**config.mk**
```make
export PLATFORM = sky130hd
export DESIGN_NAME = pep_irq_enable_priority
export DESIGN_NICKNAME = d
export VERILOG_FILES = /design/src/rtl/pep_pkg.sv /design/src/rtl/pep_irq_enable_priority.sv
export VERILOG_INCLUDE_DIRS = /design/src /design/src/rtl
export SDC_FILE = /design/constraint.sdc
export NUM_CORES = 1
export LEC_CHECK = 0
export ABC_AREA = 1
export BUFFER_PORTS_ARGS = -buffer_cell sky130_fd_sc_hd__buf_2
export CORE_ASPECT_RATIO = 1.5
export CORE_MARGIN = 3
export CORE_UTILIZATION = 59
export CTS_CLUSTER_SIZE = 28
export DETAILED_ROUTE_END_ITERATION = 10
export PLACE_DENSITY = 0.9
export SYNTH_ARGS = -nofsm -noshare
export SYNTH_HDL_FRONTEND = slang
export SYNTH_SLANG_ARGS = --single-unit
```
**constraint.sdc**
```tcl
create_clock -name clk -period 2.7 [get_ports clk]
set_input_delay 0.27 -clock clk [delete_from_list [all_inputs] [get_ports clk]]
set_output_delay 0.27 -clock clk [all_outputs]
set_load 0.01 [all_outputs]
```
**src/rtl/pep_cfg.svh**
```systemverilog
`ifndef PEP_CFG_SVH
`define PEP_CFG_SVH

// ----------------------------------------
// Register offsets (word index on the port)
// ----------------------------------------
`define PEP_OFF_EN_TWO      4'h0
`define PEP_OFF_EN_THREE    4'h1
`define PEP_OFF_PRIO_ONE    4'h2
`define PEP_OFF_PRIO_TWO    4'h3
`define PEP_OFF_PRIO_THREE  4'h4
`define PEP_OFF_RESET_CAUSE 4'h5
`define PEP_OFF_STATUS      4'h6
`define PEP_OFF_MASK        4'h7

// ----------------------------------------
// Reset values
// ----------------------------------------
`define PEP_RST_ENABLE      8'h00
`define PEP_RST_PRIO        8'hFF
`define PEP_RST_CTRL        1'b0
`define PEP_RST_STATUS      3'h0
`define PEP_RST_MASK        3'h0

// ----------------------------------------
// Field positions
// ----------------------------------------
`define PEP_BIT_LEVELS_ON   7
`define PEP_BIT_RESERVED    4
`define PEP_BIT_UNIMPL      2
`define PEP_BIT_PSP         7
`define PEP_STS_HIGH        0
`define PEP_STS_LOW         1
`define PEP_STS_RSVD        2

// ----------------------------------------
// Implemented-bit masks per package
// ----------------------------------------
`define PEP_MASK_TWO        8'hFB
`define PEP_MASK_THREE_BASE 8'h0F
`define PEP_MASK_THREE_80   8'h30
`define PEP_MASK_THREE_100  8'hC0
`define PEP_MASK_ONE_BASE   8'h7F
`define PEP_MASK_ONE_PSP    8'h80

`endif

```
**src/rtl/pep_pkg.sv**
```systemverilog
package pep_pkg;

    // Register bus request from the core
    typedef struct packed {
        logic [3:0] addr;
        logic [7:0] wdata;
        logic       wr;
        logic       rd;
    } pep_bus_req_t;

    // Per-source flags or enables, one byte per register group
    typedef struct packed {
        logic [7:0] grpThree;
        logic [7:0] grpTwo;
        logic [7:0] grpOne;
    } pep_src_t;

endpackage

```
**src/rtl/pep_irq_enable_priority.sv**
```systemverilog
// The implementer's own choices: the address map and the strobed register port.
`timescale 1ns/10ps
`include "pep_cfg.svh"

// Behaviour
// RULE1 - Enable bit one passes, zero blocks source
// RULE2 - Priority one high level, zero low
// RULE3 - Priority bits matter only with levels on
// RULE4 - Three eight-bit priority registers cover sources
// RULE5 - Reset: enables clear, priorities set
// RULE6 - Software keeps enable-two bit 4 zero
// RULE7 - Software keeps priority-two bit 4 one
// RULE8 - Bit 2 of enable/priority two reads zero
// RULE9 - Serial port two bits only largest package
// RULE10 - Async port two bits on larger packages
// RULE11 - Parallel slave priority: largest, controller mode
// RULE12 - Enable-two bit layout as documented
// RULE13 - Enable-three bit layout as documented
// RULE14 - Priority-one bit layout as documented
// RULE15 - Priority-two mirrors enable-two layout
// RULE16 - Priority-three mirrors enable-three layout
// RULE17 - Levels-on bit 7 resets zero, legacy
// RULE18 - Request needs flag and enable, routed
// RULE19 - Absent bits read zero, ignore writes
module pep_irq_enable_priority #(
    parameter int PIN_COUNT = 100
) (
    // Clock and reset
    input  wire logic              clk,
    input  wire logic              reset_n,
    // Register port
    input  wire pep_pkg::pep_bus_req_t busReq,
    output logic [7:0]             rdata_ff,
    // Peripheral side
    input  wire pep_pkg::pep_src_t srcFlags,
    input  wire logic [7:0]        enableOne,
    input  wire logic              controllerMode,
    // Core side
    output logic                   reqHigh_ff,
    output logic                   reqLow_ff,
    output logic                   levelsOn_ff,
    output logic                   irq_ff
);
    import pep_pkg::*;

    // ----------------------------------------
    // Elaboration check
    // ----------------------------------------
    if (PIN_COUNT != 64 && PIN_COUNT != 80 && PIN_COUNT != 100) begin : gBadPins
        $error("PIN_COUNT must be 64, 80 or 100");
    end

    if ((`PEP_MASK_TWO & 8'h14) != 8'h10) begin : gBadMaskTwo
        $error("Enable-two mask must keep bit 4 and drop bit 2");
    end

    if ((`PEP_MASK_ONE_BASE & `PEP_MASK_ONE_PSP) != 8'h00) begin : gBadMaskOne
        $error("Priority-one masks must not overlap");
    end

    // ----------------------------------------
    // Implemented-bit masks
    // ----------------------------------------
    function automatic logic [7:0] maskThree(input int pins);
        logic [7:0] m;
        m = `PEP_MASK_THREE_BASE;
        if (pins >= 80) begin
            m = m | `PEP_MASK_THREE_80;  // [RULE10]
        end
        if (pins >= 100) begin
            m = m | `PEP_MASK_THREE_100; // [RULE9]
        end
        return m;
    endfunction

    function automatic logic [7:0] maskOne(input int pins, input logic mcu);
        logic [7:0] m;
        m = `PEP_MASK_ONE_BASE;
        if (pins >= 100 && mcu) begin
            m = m | `PEP_MASK_ONE_PSP;   // [RULE11]
        end
        return m;
    endfunction

    // Masked write keeps absent bits at their current value
    function automatic logic [7:0] maskedWrite(input logic [7:0] old, input logic [7:0] wd,
                                               input logic [7:0] m);
        return (wd & m) | (old & ~m);
    endfunction

    localparam logic [7:0] MASK_TWO   = `PEP_MASK_TWO;
    localparam logic [7:0] MASK_THREE = maskThree(PIN_COUNT);

    logic [7:0] maskOneNow;
    assign maskOneNow = maskOne(PIN_COUNT, controllerMode);

    // ----------------------------------------
    // Register storage
    // ----------------------------------------
    logic [7:0] enTwo_ff;
    logic [7:0] enThree_ff;
    logic [7:0] prioOne_ff;
    logic [7:0] prioTwo_ff;
    logic [7:0] prioThree_ff;
    logic [2:0] status_ff;
    logic [2:0] mask_ff;

    logic wrEnTwo;
    logic wrEnThree;
    logic wrPrioOne;
    logic wrPrioTwo;
    logic wrPrioThree;
    logic wrCtrl;
    logic wrStatus;
    logic wrMask;

    assign wrEnTwo     = busReq.wr && busReq.addr == `PEP_OFF_EN_TWO;
    assign wrEnThree   = busReq.wr && busReq.addr == `PEP_OFF_EN_THREE;
    assign wrPrioOne   = busReq.wr && busReq.addr == `PEP_OFF_PRIO_ONE;
    assign wrPrioTwo   = busReq.wr && busReq.addr == `PEP_OFF_PRIO_TWO;
    assign wrPrioThree = busReq.wr && busReq.addr == `PEP_OFF_PRIO_THREE;
    assign wrCtrl      = busReq.wr && busReq.addr == `PEP_OFF_RESET_CAUSE;
    assign wrStatus    = busReq.wr && busReq.addr == `PEP_OFF_STATUS;
    assign wrMask      = busReq.wr && busReq.addr == `PEP_OFF_MASK;

    // Enable registers, cleared at reset
    always_ff @(posedge clk or negedge reset_n) begin
        if (!reset_n) begin
            enTwo_ff   <= `PEP_RST_ENABLE;   // [RULE5]
            enThree_ff <= `PEP_RST_ENABLE;   // [RULE5]
        end else begin
            if (wrEnTwo) begin
                enTwo_ff <= maskedWrite(enTwo_ff, busReq.wdata, MASK_TWO);       // [RULE8] [RULE12]
            end
            if (wrEnThree) begin
                enThree_ff <= maskedWrite(enThree_ff, busReq.wdata, MASK_THREE); // [RULE13] [RULE19]
            end
        end
    end

    // Priority registers, set at reset
    always_ff @(posedge clk or negedge reset_n) begin
        if (!reset_n) begin
            prioOne_ff   <= `PEP_RST_PRIO;   // [RULE5] [RULE4]
            prioTwo_ff   <= `PEP_RST_PRIO;   // [RULE5]
            prioThree_ff <= `PEP_RST_PRIO;   // [RULE5]
        end else begin
            if (wrPrioOne) begin
                prioOne_ff <= maskedWrite(prioOne_ff, busReq.wdata, maskOneNow);       // [RULE14] [RULE11]
            end
            if (wrPrioTwo) begin
                prioTwo_ff <= maskedWrite(prioTwo_ff, busReq.wdata, MASK_TWO);         // [RULE15] [RULE8]
            end
            if (wrPrioThree) begin
                prioThree_ff <= maskedWrite(prioThree_ff, busReq.wdata, MASK_THREE);   // [RULE16] [RULE19]
            end
        end
    end

    // Priority levels on, legacy single level at reset
    always_ff @(posedge clk or negedge reset_n) begin
        if (!reset_n) begin
            levelsOn_ff <= `PEP_RST_CTRL;                                 // [RULE17]
        end else if (wrCtrl) begin
            levelsOn_ff <= busReq.wdata[`PEP_BIT_LEVELS_ON];              // [RULE17]
        end
    end

    // ----------------------------------------
    // Named fields, absent bits forced low
    // ----------------------------------------
    // Enable two
    logic oscFailEn;
    logic comparatorEn;
    logic ethernetEn;
    logic busCollisionOneEn;
    logic timerThreeOvfEn;
    logic capcmpTwoEn;
    assign oscFailEn         = enTwo_ff[7];                               // [RULE12]
    assign comparatorEn      = enTwo_ff[6];
    assign ethernetEn        = enTwo_ff[5];
    assign busCollisionOneEn = enTwo_ff[3];
    assign timerThreeOvfEn   = enTwo_ff[1];
    assign capcmpTwoEn       = enTwo_ff[0];

    // Enable three
    logic syncSerialTwoEn;
    logic busCollisionTwoEn;
    logic asyncTwoRxEn;
    logic asyncTwoTxEn;
    logic timerFourMatchEn;
    logic capcmpFiveEn;
    logic capcmpFourEn;
    logic capcmpThreeEn;
    assign syncSerialTwoEn   = enThree_ff[7] & MASK_THREE[7];             // [RULE9] [RULE13]
    assign busCollisionTwoEn = enThree_ff[6] & MASK_THREE[6];             // [RULE9]
    assign asyncTwoRxEn      = enThree_ff[5] & MASK_THREE[5];             // [RULE10]
    assign asyncTwoTxEn      = enThree_ff[4] & MASK_THREE[4];             // [RULE10]
    assign timerFourMatchEn  = enThree_ff[3];
    assign capcmpFiveEn      = enThree_ff[2];
    assign capcmpFourEn      = enThree_ff[1];
    assign capcmpThreeEn     = enThree_ff[0];

    // Priority one
    logic parallelSlavePrio;
    logic converterPrio;
    logic asyncOneRxPrio;
    logic asyncOneTxPrio;
    logic syncSerialOnePrio;
    logic capcmpOnePrio;
    logic timerTwoMatchPrio;
    logic timerOneOvfPrio;
    assign parallelSlavePrio = prioOne_ff[`PEP_BIT_PSP] & maskOneNow[`PEP_BIT_PSP]; // [RULE11] [RULE14]
    assign converterPrio     = prioOne_ff[6];
    assign asyncOneRxPrio    = prioOne_ff[5];
    assign asyncOneTxPrio    = prioOne_ff[4];
    assign syncSerialOnePrio = prioOne_ff[3];
    assign capcmpOnePrio     = prioOne_ff[2];
    assign timerTwoMatchPrio = prioOne_ff[1];
    assign timerOneOvfPrio   = prioOne_ff[0];

    // Priority two
    logic oscFailPrio;
    logic comparatorPrio;
    logic ethernetPrio;
    logic busCollisionOnePrio;
    logic timerThreeOvfPrio;
    logic capcmpTwoPrio;
    assign oscFailPrio         = prioTwo_ff[7];                           // [RULE15]
    assign comparatorPrio      = prioTwo_ff[6];
    assign ethernetPrio        = prioTwo_ff[5];
    assign busCollisionOnePrio = prioTwo_ff[3];
    assign timerThreeOvfPrio   = prioTwo_ff[1];
    assign capcmpTwoPrio       = prioTwo_ff[0];

    // Priority three
    logic syncSerialTwoPrio;
    logic busCollisionTwoPrio;
    logic asyncTwoRxPrio;
    logic asyncTwoTxPrio;
    logic timerFourMatchPrio;
    logic capcmpFivePrio;
    logic capcmpFourPrio;
    logic capcmpThreePrio;
    assign syncSerialTwoPrio   = prioThree_ff[7] & MASK_THREE[7];         // [RULE9] [RULE16]
    assign busCollisionTwoPrio = prioThree_ff[6] & MASK_THREE[6];         // [RULE9]
    assign asyncTwoRxPrio      = prioThree_ff[5] & MASK_THREE[5];         // [RULE10]
    assign asyncTwoTxPrio      = prioThree_ff[4] & MASK_THREE[4];         // [RULE10]
    assign timerFourMatchPrio  = prioThree_ff[3];
    assign capcmpFivePrio      = prioThree_ff[2];
    assign capcmpFourPrio      = prioThree_ff[1];
    assign capcmpThreePrio     = prioThree_ff[0];

    // ----------------------------------------
    // Request routing
    // ----------------------------------------
    logic [23:0] effEnable;
    logic [23:0] effPrio;
    logic [23:0] pending;
    logic        nxt_reqHigh;
    logic        nxt_reqLow;

    assign effEnable = {enThree_ff & MASK_THREE, enTwo_ff & MASK_TWO, enableOne};
    assign effPrio   = {prioThree_ff & MASK_THREE, prioTwo_ff & MASK_TWO, prioOne_ff & maskOneNow};
    assign pending   = srcFlags & effEnable;                              // [RULE1] [RULE18]

    always_comb begin
        if (levelsOn_ff) begin
            nxt_reqHigh = |(pending & effPrio);                           // [RULE2] [RULE3]
            nxt_reqLow  = |(pending & ~effPrio);                          // [RULE2]
        end else begin
            nxt_reqHigh = |pending;                                       // [RULE3] [RULE17]
            nxt_reqLow  = 1'b0;
        end
    end

    always_ff @(posedge clk or negedge reset_n) begin
        if (!reset_n) begin
            reqHigh_ff <= 1'b0;
            reqLow_ff  <= 1'b0;
        end else begin
            reqHigh_ff <= nxt_reqHigh;                                    // [RULE18]
            reqLow_ff  <= nxt_reqLow;                                     // [RULE18]
        end
    end

    // ----------------------------------------
    // Event status, mask and interrupt
    // ----------------------------------------
    logic [2:0] events;
    logic       rsvdMisuse;

    // Reserved bit written against its documented value
    assign rsvdMisuse = (wrEnTwo && busReq.wdata[`PEP_BIT_RESERVED])
                     || (wrPrioTwo && !busReq.wdata[`PEP_BIT_RESERVED]); // [RULE6] [RULE7]

    always_comb begin
        events                 = 3'h0;
        events[`PEP_STS_HIGH]  = nxt_reqHigh && !reqHigh_ff;
        events[`PEP_STS_LOW]   = nxt_reqLow && !reqLow_ff;
        events[`PEP_STS_RSVD]  = rsvdMisuse;
    end

    // Set wins over a clear in the same cycle
    always_ff @(posedge clk or negedge reset_n) begin
        if (!reset_n) begin
            status_ff <= `PEP_RST_STATUS;
        end else if (wrStatus) begin
            status_ff <= (status_ff & ~busReq.wdata[2:0]) | events;
        end else begin
            status_ff <= status_ff | events;
        end
    end

    always_ff @(posedge clk or negedge reset_n) begin
        if (!reset_n) begin
            mask_ff <= `PEP_RST_MASK;
        end else if (wrMask) begin
            mask_ff <= busReq.wdata[2:0];
        end
    end

    always_ff @(posedge clk or negedge reset_n) begin
        if (!reset_n) begin
            irq_ff <= 1'b0;
        end else begin
            irq_ff <= |(status_ff & mask_ff);
        end
    end

    // ----------------------------------------
    // Read port, data valid one cycle after strobe
    // ----------------------------------------
    logic [7:0] nxt_rdata;

    always_comb begin
        nxt_rdata = 8'h00;
        if (busReq.rd) begin
            case (busReq.addr)
                `PEP_OFF_EN_TWO: begin
                    nxt_rdata = {oscFailEn, comparatorEn, ethernetEn, enTwo_ff[`PEP_BIT_RESERVED],
                                 busCollisionOneEn, 1'b0, timerThreeOvfEn, capcmpTwoEn};  // [RULE8]
                end
                `PEP_OFF_EN_THREE: begin
                    nxt_rdata = {syncSerialTwoEn, busCollisionTwoEn, asyncTwoRxEn, asyncTwoTxEn,
                                 timerFourMatchEn, capcmpFiveEn, capcmpFourEn, capcmpThreeEn}; // [RULE19]
                end
                `PEP_OFF_PRIO_ONE: begin
                    nxt_rdata = {parallelSlavePrio, converterPrio, asyncOneRxPrio, asyncOneTxPrio,
                                 syncSerialOnePrio, capcmpOnePrio, timerTwoMatchPrio, timerOneOvfPrio}; // [RULE19]
                end
                `PEP_OFF_PRIO_TWO: begin
                    nxt_rdata = {oscFailPrio, comparatorPrio, ethernetPrio, prioTwo_ff[`PEP_BIT_RESERVED],
                                 busCollisionOnePrio, 1'b0, timerThreeOvfPrio, capcmpTwoPrio};  // [RULE8]
                end
                `PEP_OFF_PRIO_THREE: begin
                    nxt_rdata = {syncSerialTwoPrio, busCollisionTwoPrio, asyncTwoRxPrio, asyncTwoTxPrio,
                                 timerFourMatchPrio, capcmpFivePrio, capcmpFourPrio, capcmpThreePrio}; // [RULE19]
                end
                `PEP_OFF_RESET_CAUSE: nxt_rdata = {levelsOn_ff, 7'h00};
                `PEP_OFF_STATUS:      nxt_rdata = {5'h00, status_ff};
                `PEP_OFF_MASK:        nxt_rdata = {5'h00, mask_ff};
                default:              nxt_rdata = 8'h00;
            endcase
        end
    end

    always_ff @(posedge clk or negedge reset_n) begin
        if (!reset_n) begin
            rdata_ff <= 8'h00;
        end else begin
            rdata_ff <= nxt_rdata;
        end
    end

endmodule

```
==> results of run 1 <==
==> worst max-delay path by stage <==
stage | from | endpoint | depth (start not counted)
3_3_place_gp | busReq[12] | rdata_ff[7] | 8
6_report | prioThree_ff[3] | status_ff[1] | 9
5_1_grt | flop | status_ff[1] | 9
4_1_cts | prioThree_ff[3] | status_ff[1] | 9
3_5_place_dp | busReq[10] | enTwo_ff[3] | 7
2_1_floorplan | prioThree_ff[3] | status_ff[1] | 9
==> per-layer routing <==
metal / track usage / share of wire
met1: 0.323 / 0.36
met5: 0 / 0
met3: 0.0452 / 0.066
met4: 0.149 / 0.049
met2: 0.523 / 0.52
==> cell type report <==
cell class	count	area share
tap	66	0.0232
sequential	56	0.402
inverter	49	0.0524
clock buffer	8	0.0253
multi-input combinational	301	0.410
timing repair buffer	61	0.0872
==> kinds of logic after synthesis <==
logic type	after synthesis	synth area share
AOI/OAI and AO/OA	68	0.128
buffers and inverters	52	0.0708
DFF	56	0.460
and+or+nand+nor	233	0.342
==> power breakdown <==
group | switching, uW | total, uW | internal, uW | leakage (uW)
Combinational | 343 | 549 | 205 | 0.00108
Clock | 257 | 467 | 210 | 0.0000455
Sequential | 152 | 1210 | 1060 | 0.000655
Total | 752 | 2230 | 1470 | 0.00178
==> registers in the layout, summed over array words and instances, names as in the netlist, named ones only <==
register / flops
levelsOn_ff: 1
prioTwo_ff: 7
enThree_ff: 8
reqHigh_ff: 1
rdata_ff: 8
status_ff: 3
reqLow_ff: 1
irq_ff: 1
mask_ff: 3
enTwo_ff: 7
prioThree_ff: 8
prioOne_ff: 7
==> layout by cell type (no fill, tap or decap), types with 5 or more instances in the layout <==
master	Yosys	routed
a21oi_1	6	6
buf_2	0	59
clkbuf_8	0	6
dfrtp_1	33	33
dfstp_2	23	23
inv_1	42	42
inv_2	5	5
nand2_1	120	120
nand3_1	50	50
nor2_1	36	36
nor2_4	6	6
o21ai_0	34	34
o21ai_1	9	9
o21ai_2	9	9
==> metrics by stage <==
step / instances / utilization
finish: 541 / 0.717
global placement: 533 / 0.699
floorplan: 409 / -
CTS: 541 / 0.717
global route: 541 / 0.717
detailed placement: 533 / 0.699
==> Yosys cell counts (all sizes together) <==
cell type / count / area (um^2)
clkinv: 1 / 3.75
dfstp: 23 / 604
nor3: 1 / 5.00
nand3b: 1 / 7.51
nor3b: 2 / 15.0
o2bb2ai: 2 / 17.5
nand4: 4 / 25.0
o21ai: 52 / 294
nand3: 51 / 268
nor2: 45 / 221
a21oi: 6 / 30.0
or2: 2 / 12.5
a21boi: 1 / 7.51
o211a: 1 / 10.0
dfrtp: 33 / 826
a31oi: 2 / 12.5
o22ai: 4 / 25.0
buf: 3 / 33.8
nand2: 127 / 509
inv: 48 / 183
==> results.yml, run 1 <==
timing:
  timing.final.crit_period_ns: 1.42
  setup_slack_ns: 1.28
  hold_violations: 0
  fmax_ghz: 0.703
  setup_viol: 0
  fin_tns_setup_ns: 0
  hold_ws_ns: 0.0920
  slew_viol_final: 0
  skew_ns: 0.00729
  fin_crit_sh: 0.527
  slew-limit-headroom: 0.381
  rsz0062_at_grt: "no"
  worst_pin_slew_ns: 0.928
critical_path:
  endpoint_kind: "flop"
  path_cells: "inv_1, nand3_1, nand2_1, nor2_1, nand2_1, nor2_1, nand2_1, nand3_1, nand2_1"
  cp_num_buf_inv: 1
  worstSetupPathType: "reg -> reg"
  reg2reg_to: "status_ff[1]"
  critPathMaxFanout: 3
  cp.arrival_ns: 1.62
  startpoint_type: "flop"
  r2r_setup_slack_ns: 1.28
  rr_worst_depth: 9
  crit_required_ns: 2.90
  reg2reg_from: "prioThree_ff[3]"
  cp_common_cell: "nand2_1"
  critical-path-top-delay-family: "simple AND/OR/NAND/NOR gates"
  cpPeakStageDelay_ns: 0.55
  cpMaxStageDelayCell: "dfstp_2"
global_routing:
  grt-ovfl-total: 0
  grt_pass1_wl_um: 13500
  grt_pass1_vias: 2939
  antenna_found_initial: 0
  grtUsageTotal: 0.290
  grt_max_degree: 44
clocking:
  clock-sinks: 56
  cts_buffer_depth: 2
  cts.htree.levels: 2
  post_cts_buffers: 0
  tritoncts: "yes"
  cts_buffers: 5
  clk_latency_ns: 0.31
  cts_hold_buffers: 0
  path_clk_slew_ns: 0.10
  cts-root-buf: "clkbuf_8"
  cts_resized: 0
job:
  maxCapViolCount: 0
yosys:
  ys_seq_area_frac: 0.460
  synthesis.nets: 458
  syn_area_per_cell_um2: 7.61
  netlist_area_um2: 3110
  ys_ff_latch: 56
  netlist_instances: 409
  yosysWarnings: 0
  synthDistinctLibCells: 29
pwr:
  powerDensity_nw_per_um2: 626
  power_uw: 2230
  ir_worst_vdd_mv: 0.425
  leakage_uw: 0.00178
placement:
  place_area_um2: 3470
  port_buffers: 59
  dp_hpwl_um: 6740
  globalplace.congestion: 1.00
  pre_cts_ws_ns: 1.26
routing:
  postRouteAntennaNets: 0
  routedWlPerCell_um: 16.2
  num_vias: 3115
  drc: 0
  drt_iter0_drc: 285
  via_per_inst: 5.76
  drt-pass1-iter-count: 5
  wl_um: 8750
floorplanning:
  std_cell_rows: 31
  start_util: 0.627
  fp.dieArea_um2: 6200
  die_height_um: 94.9
  fp.coreArea_um2: 4960
  fp.dieW_um: 65.3
  io_pins: 61
layout:
  drive_above_1_share: 0.261
  seq_area_um2: 1430
  area_growth_pct: 14.4
  fillers: 447
  final_net_count: 523
  antennaDiodeCount: 0
  multi_input_comb_area_um2: 1460
  design_area_um2: 3560
run_status:
  status: "complete, no violations"
hold_path:
  worstHoldPathType: "in -> async"
(Power assumes the default switching activity.)
==> run 2, diff against run 1 <==
- CORE_UTILIZATION: 59 -> 50
- PLACE_DENSITY: 0.9 -> 0.81
- clock period: 2.7 -> 1.2 ns (I/O delays scaled with it)
==> run 2 against run 1 <==
Net effect:
- the run now ends with negative setup slack left
- final cell count is 10% higher
- global-route usage is 2.6 points lower
- clock power is 150% higher
- sequential share of layout area is 5.5 points lower
- die area is 17% higher
- combinational power grew to 3.3 times the previous value
==> results.yml, run 2 (synthesized netlist as in run 1, its figures left out) <==
run_status:
  status: "finished, violations left"
  failed_checks: "negative setup slack"
critical_path:
  crit_required_ns: 1.41
  r2r_setup_slack_ns: -0.1
  cpPeakStageDelay_ns: 0.44
  rr_worst_depth: 9
  reg2reg_from: "enThree_ff[3]"
  reg2reg_to: "status_ff[1]"
  critPathMaxFanout: 4
  cp_common_cell: "nand2_1"
  endpoint_kind: "flop"
  cp.arrival_ns: 1.50
  path_cells: "buf_4, nand3_2, nand2_1, nor2_1, nand2_1, nor2_2, nand2_1, nand3_2, nand2_1"
  worstSetupPathType: "reg -> reg"
  cpMaxStageDelayCell: "dfrtp_1"
  startpoint_type: "flop"
hold_path:
  min_from: "busReq[7]"
  worstHoldPathType: "in -> reg"
  hold_path_end: "prioOne_ff[5]"
  whs_path_depth: 3
timing:
  setup_viol: 6
  fmax_ghz: 0.772
  hold_ws_ns: 0.0286
  slew-limit-headroom: 0.747
  fin_crit_sh: 1.08
  skew_ns: 0.00445
  worst_pin_slew_ns: 0.379
  hold_violations: 0
  rsz0062_at_grt: "yes"
  setup_slack_ns: -0.0958
  slew_viol_final: 0
  timing.final.crit_period_ns: 1.30
clocking:
  clock-sinks: 56
  cts-root-buf: "clkbuf_8"
  cts_buffer_depth: 2
  cts_buffers: 5
  cts.htree.levels: 2
  tritoncts: "yes"
  clk_latency_ns: 0.31
  path_clk_slew_ns: 0.10
routing:
  routedWlPerCell_um: 16.5
  postRouteAntennaNets: 0
  num_vias: 3336
  drc: 0
  drt_iter0_drc: 236
  drt-pass1-iter-count: 7
  wl_um: 9830
  via_per_inst: 5.61
layout:
  area_growth_pct: 32.7
  fin_util: 0.698
  reg_top3: "enThree_ff: 8 flops, prioThree_ff: 8 flops, rdata_ff: 8 flops"
  final_common_cell: "nand2_1"
  final_net_count: 571
  drive_above_1_share: 0.403
  final_cell_mix: "112 x nand2_1, 59 x buf_2, 42 x buf_4, 41 x nand3_1, 34 x inv_1"
  antennaDiodeCount: 0
global_routing:
  grtUsageTotal: 0.264
  grt-ovfl-total: 0
  grt_pass1_wl_um: 14800
  grt_pass1_vias: 3158
  antenna_found_initial: 0
  grt_max_degree: 57
pwr:
  leakage_uw: 0.00207
  powerDensity_nw_per_um2: 1370
  power_uw: 5670
  ir_worst_vdd_mv: 1.16
floorplanning:
  start_util: 0.526
  fp.dieArea_um2: 7220
  fp.dieW_um: 70.4
  std_cell_rows: 34
  fp.coreArea_um2: 5910
  die_height_um: 103
  io_pins: 61
placement:
  dp_hpwl_um: 7250
  port_buffers: 59
  globalplace.congestion: 0.965
job:
  maxCapViolCount: 0
[run 2: changes by cell type in the layout (fill, tap and decap cells not counted), moves of 8 or more]
cell     before  now
nand2_1     120  112
inv_2         5   13
inv_1        42   34
nand3_2       0    9
buf_4         2   42
nand2_2       4   12
nand3_1      50   41
[run 2: power by group]
part	internal [uW]	switching (uW)
Clock	529	620
Sequential	2380	315
Combinational	838	983
[run 2: cell type report]
type | instances | area, um^2
clock buffers | 8 | 100
fillers | 476 | 1780
inverters | 49 | 186
multi-input cells | 301 | 1600
flip-flops and latches | 56 | 1430
well taps | 72 | 90.1
repair buffers | 109 | 726
[run 2: worst max-delay path by stage]
stage              endpoint            start  depth (start not counted)  slack, ns
6_report       status_ff[1]    enThree_ff[3]                          9       -0.1
5_1_grt        status_ff[1]  prioThree_ff[1]                          9      -0.15
4_1_cts        status_ff[1]             flop                          9      -0.09
3_5_place_dp   status_ff[1]  prioThree_ff[3]                          9      -0.09
3_3_place_gp   status_ff[1]  prioThree_ff[3]                          9      -0.09
2_1_floorplan  status_ff[1]  prioThree_ff[3]                          9       0.03
[run 2: routing by layer]
| metal | up-vias | wire length (um) | global-route usage |
|---|---|---|---|
| met4 | 0 | 582 | 0.149 |
| met2 | 164 | 5220 | 0.478 |
| met5 | - | 0 | 0 |
| li1 | 1549 | - | - |
| met3 | 48 | 556 | 0.0400 |
| met1 | 1575 | 3470 | 0.294 |
[run 2: through the flow]
step	instances	cell area [um^2]	worst slack, ns	TNS (ns)
after floorplan	409	3110	0.0272	0
after global placement	577	3800	-0.0920	-0.306
after detailed placement	577	3800	-0.0933	-0.476
after CTS	589	3960	-0.0908	-0.193
after global routing	595	4130	-0.150	-0.539
final	595	4130	-0.0958	-0.292
[run 2: critical path: cells and delay by family (launching register included)]
kind                   cells  cell delay [ns]
buffers and inverters      1             0.16
DFF                        1             0.44
and+or+nand+nor            8             0.60
[run 2: timing repair]
item,in CTS,in global routing
resized for setup,15,35
pin swaps,13,26
hold buffers,1,0
setup buffers,3,6
hold endpoints to repair,33,0
setup endpoints to repair,7,11
==> run 3, diff against run 2 <==
- REMOVE_ABC_BUFFERS: default -> 1
- TNS_END_PERCENT: default -> 100
==> run 3 against run 2 <==
Net effect:
- the run still ends with negative setup slack left
- via count is 1.7% lower
- critical path depth unchanged
- worst setup slack worse by 0.012 ns
- die area did not move
- non-clock buffer count shrank 3
- final area fell by 1.1%
- clock skew is 0.0046 ns higher
- power fell by 3.9%
- global-route usage grew 0.81 points
- count of clock-buffer cells in the layout decreased by 1
- utilization down 0.74 points
- largest cell class unchanged
==> results.yml, run 3 (synthesized netlist as in run 1, its figures left out) <==
hold_path:
  worstHoldPathType: "in -> reg"
  min_from: "busReq[7]"
pwr:
  ir_worst_vdd_mv: 1.02
  power.internal_uw: 3590
  combPwrFrac: 0.317
  pwr-share-clk: 0.186
  leakage_uw: 0.00203
  swShare: 0.342
  powerDensity_nw_per_um2: 1330
  p_sw_uw: 1870
  seqPwrFrac: 0.497
global_routing:
  grtUsageTotal: 0.272
  grt_pass1_vias: 3201
  grt-ovfl-total: 0
  antenna_found_initial: 0
  grt_pass1_wl_um: 15000
  grt_max_degree: 57
timing:
  worst_pin_slew_ns: 0.448
  fmax_ghz: 0.765
  fin_crit_sh: 1.09
  setup_viol: 4
  rsz0062_at_grt: "yes"
  skew_ns: 0.00904
  hold_violations: 0
  fin_tns_setup_ns: -0.272
  slew_viol_final: 0
  setup_slack_ns: -0.108
  timing.final.crit_period_ns: 1.31
  slew-limit-headroom: 0.701
  hold_ws_ns: 0.0293
floorplanning:
  fp.dieArea_um2: 7220
  fp.coreArea_um2: 5910
  die_height_um: 103
  start_util: 0.526
  fp.dieW_um: 70.4
  std_cell_rows: 34
  io_pins: 61
run_status:
  status: "finished, violations left"
  failed_checks: "negative setup slack"
routing:
  drt_iter0_drc: 306
  postRouteAntennaNets: 0
  via_per_inst: 5.54
  drc: 0
  wl_um: 9720
  routedWlPerCell_um: 16.4
  drt-pass1-iter-count: 5
  num_vias: 3280
layout:
  fillers: 474
  final_cell_mix: "112 x nand2_1, 59 x buf_2, 43 x buf_4, 38 x inv_1, 38 x nand3_1"
  drive_above_1_share: 0.402
  reg_top3: "enThree_ff: 8 flops, prioThree_ff: 8 flops, rdata_ff: 8 flops"
  fin_util: 0.691
  antennaDiodeCount: 0
  final_common_cell: "nand2_1"
  area_growth_pct: 31.3
  final_net_count: 568
  design_area_um2: 4090
critical_path:
  critPathMaxFanout: 2
  cpMaxStageDelayCell: "dfstp_2"
  critical-path-top-delay-family: "simple AND/OR/NAND/NOR gates"
  reg2reg_from: "prioThree_ff[1]"
  startpoint_type: "flop"
  crit_required_ns: 1.41
  endpoint_kind: "flop"
  crit_path_start: "prioThree_ff[1]"
  cpPeakStageDelay_ns: 0.55
  cp_common_cell: "nand2_1"
  worstSetupPathType: "reg -> reg"
  cp.arrival_ns: 1.52
  cp_num_buf_inv: 1
  path_cells: "inv_1, nand3_2, nand2_2, nor2_2, nand2_1, nor2_2, nand2_1, nand3_1, nand2_1"
clocking:
  cts.htree.levels: 2
  cts_buffers: 5
  path_clk_slew_ns: 0.10
  cts_buffer_depth: 2
  tritoncts: "yes"
  cts-root-buf: "clkbuf_8"
  clock-sinks: 56
  clk_latency_ns: 0.32
placement:
  pre_cts_ws_ns: -0.158
  port_buffers: 59
  globalplace.congestion: 0.948
  place_area_um2: 3790
  dp_hpwl_um: 7360
job:
  maxCapViolCount: 0
## run 3: changes by cell type in the layout (fill, tap and decap cells not counted), moves of 2 or more
cell      before  now
a21oi_2        1    3
nand3_1       41   38
nor2_2         6    8
buf_6          4    1
inv_2         13    9
clkbuf_8       7    5
o21ai_4        2    0
a21oi_1        5    3
inv_1         34   38
nor2_1        33   30
nand3_2        9   11
## run 3: through the flow
stage / cells / total power (uW)
after global placement: 578 / 4170
after global routing: 592 / 5780
after floorplan: 406 / 3420
final: 592 / 5450
after CTS: 589 / 5310
after detailed placement: 578 / 4240
## run 3: final timing paths
| path | to | slack (ns) | cells after the start |
|---|---|---|---|
| setup / recovery | status_ff[1] | -0.11 | 9 |
| hold / removal | prioOne_ff[5] | 0.03 | 3 |
| setup reg to reg | status_ff[1] | -0.11 | 9 |
| hold reg to reg | flop | 0.50 | 2 |
| max in group asynchronous | prioTwo_ff[3] | 0.56 | 3 |
| min in group asynchronous | reqHigh_ff | 0.32 | 3 |
## run 3: cell type report
type	count	area (um^2)	share of cell area
timing repair buffer	106	679	0.166
inverter	49	186	0.0456
clock buffer	7	76.3	0.0187
multi-input combinational	301	1620	0.395
tap	72	90.1	0.0221
sequential	56	1430	0.351
clock inverter	1	5.00	0.00123
## run 3: power by group through the flow
stage	logic, uW	registers (uW)	clock network (uW)
floorplan	758	2660	0
global placement	1490	2690	0
detailed placement	1520	2710	0
CTS	1600	2680	1040
global route	1900	2750	1130
finish	1730	2710	1020
## run 3: layer usage
layer | wire [um] | vias up | GRT usage
li1 | - | 1549 | -
met1 | 3510 | 1561 | 0.290
met2 | 5120 | 126 | 0.484
met3 | 466 | 44 | 0.0400
met4 | 622 | 0 | 0.202
met5 | 0 | - | 0
## run 3: tightest hold or removal path, stage by stage
cell     delay [ns]
buf_2          0.11
nand2_1        0.06
o21ai_1        0.06
## run 3: what timing repair did
item | 4_1_cts | 5_1_grt
gates resized for setup | 15 | 35
buffers inserted | 2 | 4
hold buffers | 1 | 0
pin swaps | 13 | 22
hold endpoints to repair | 33 | 0
setup endpoints to repair | 7 | 11
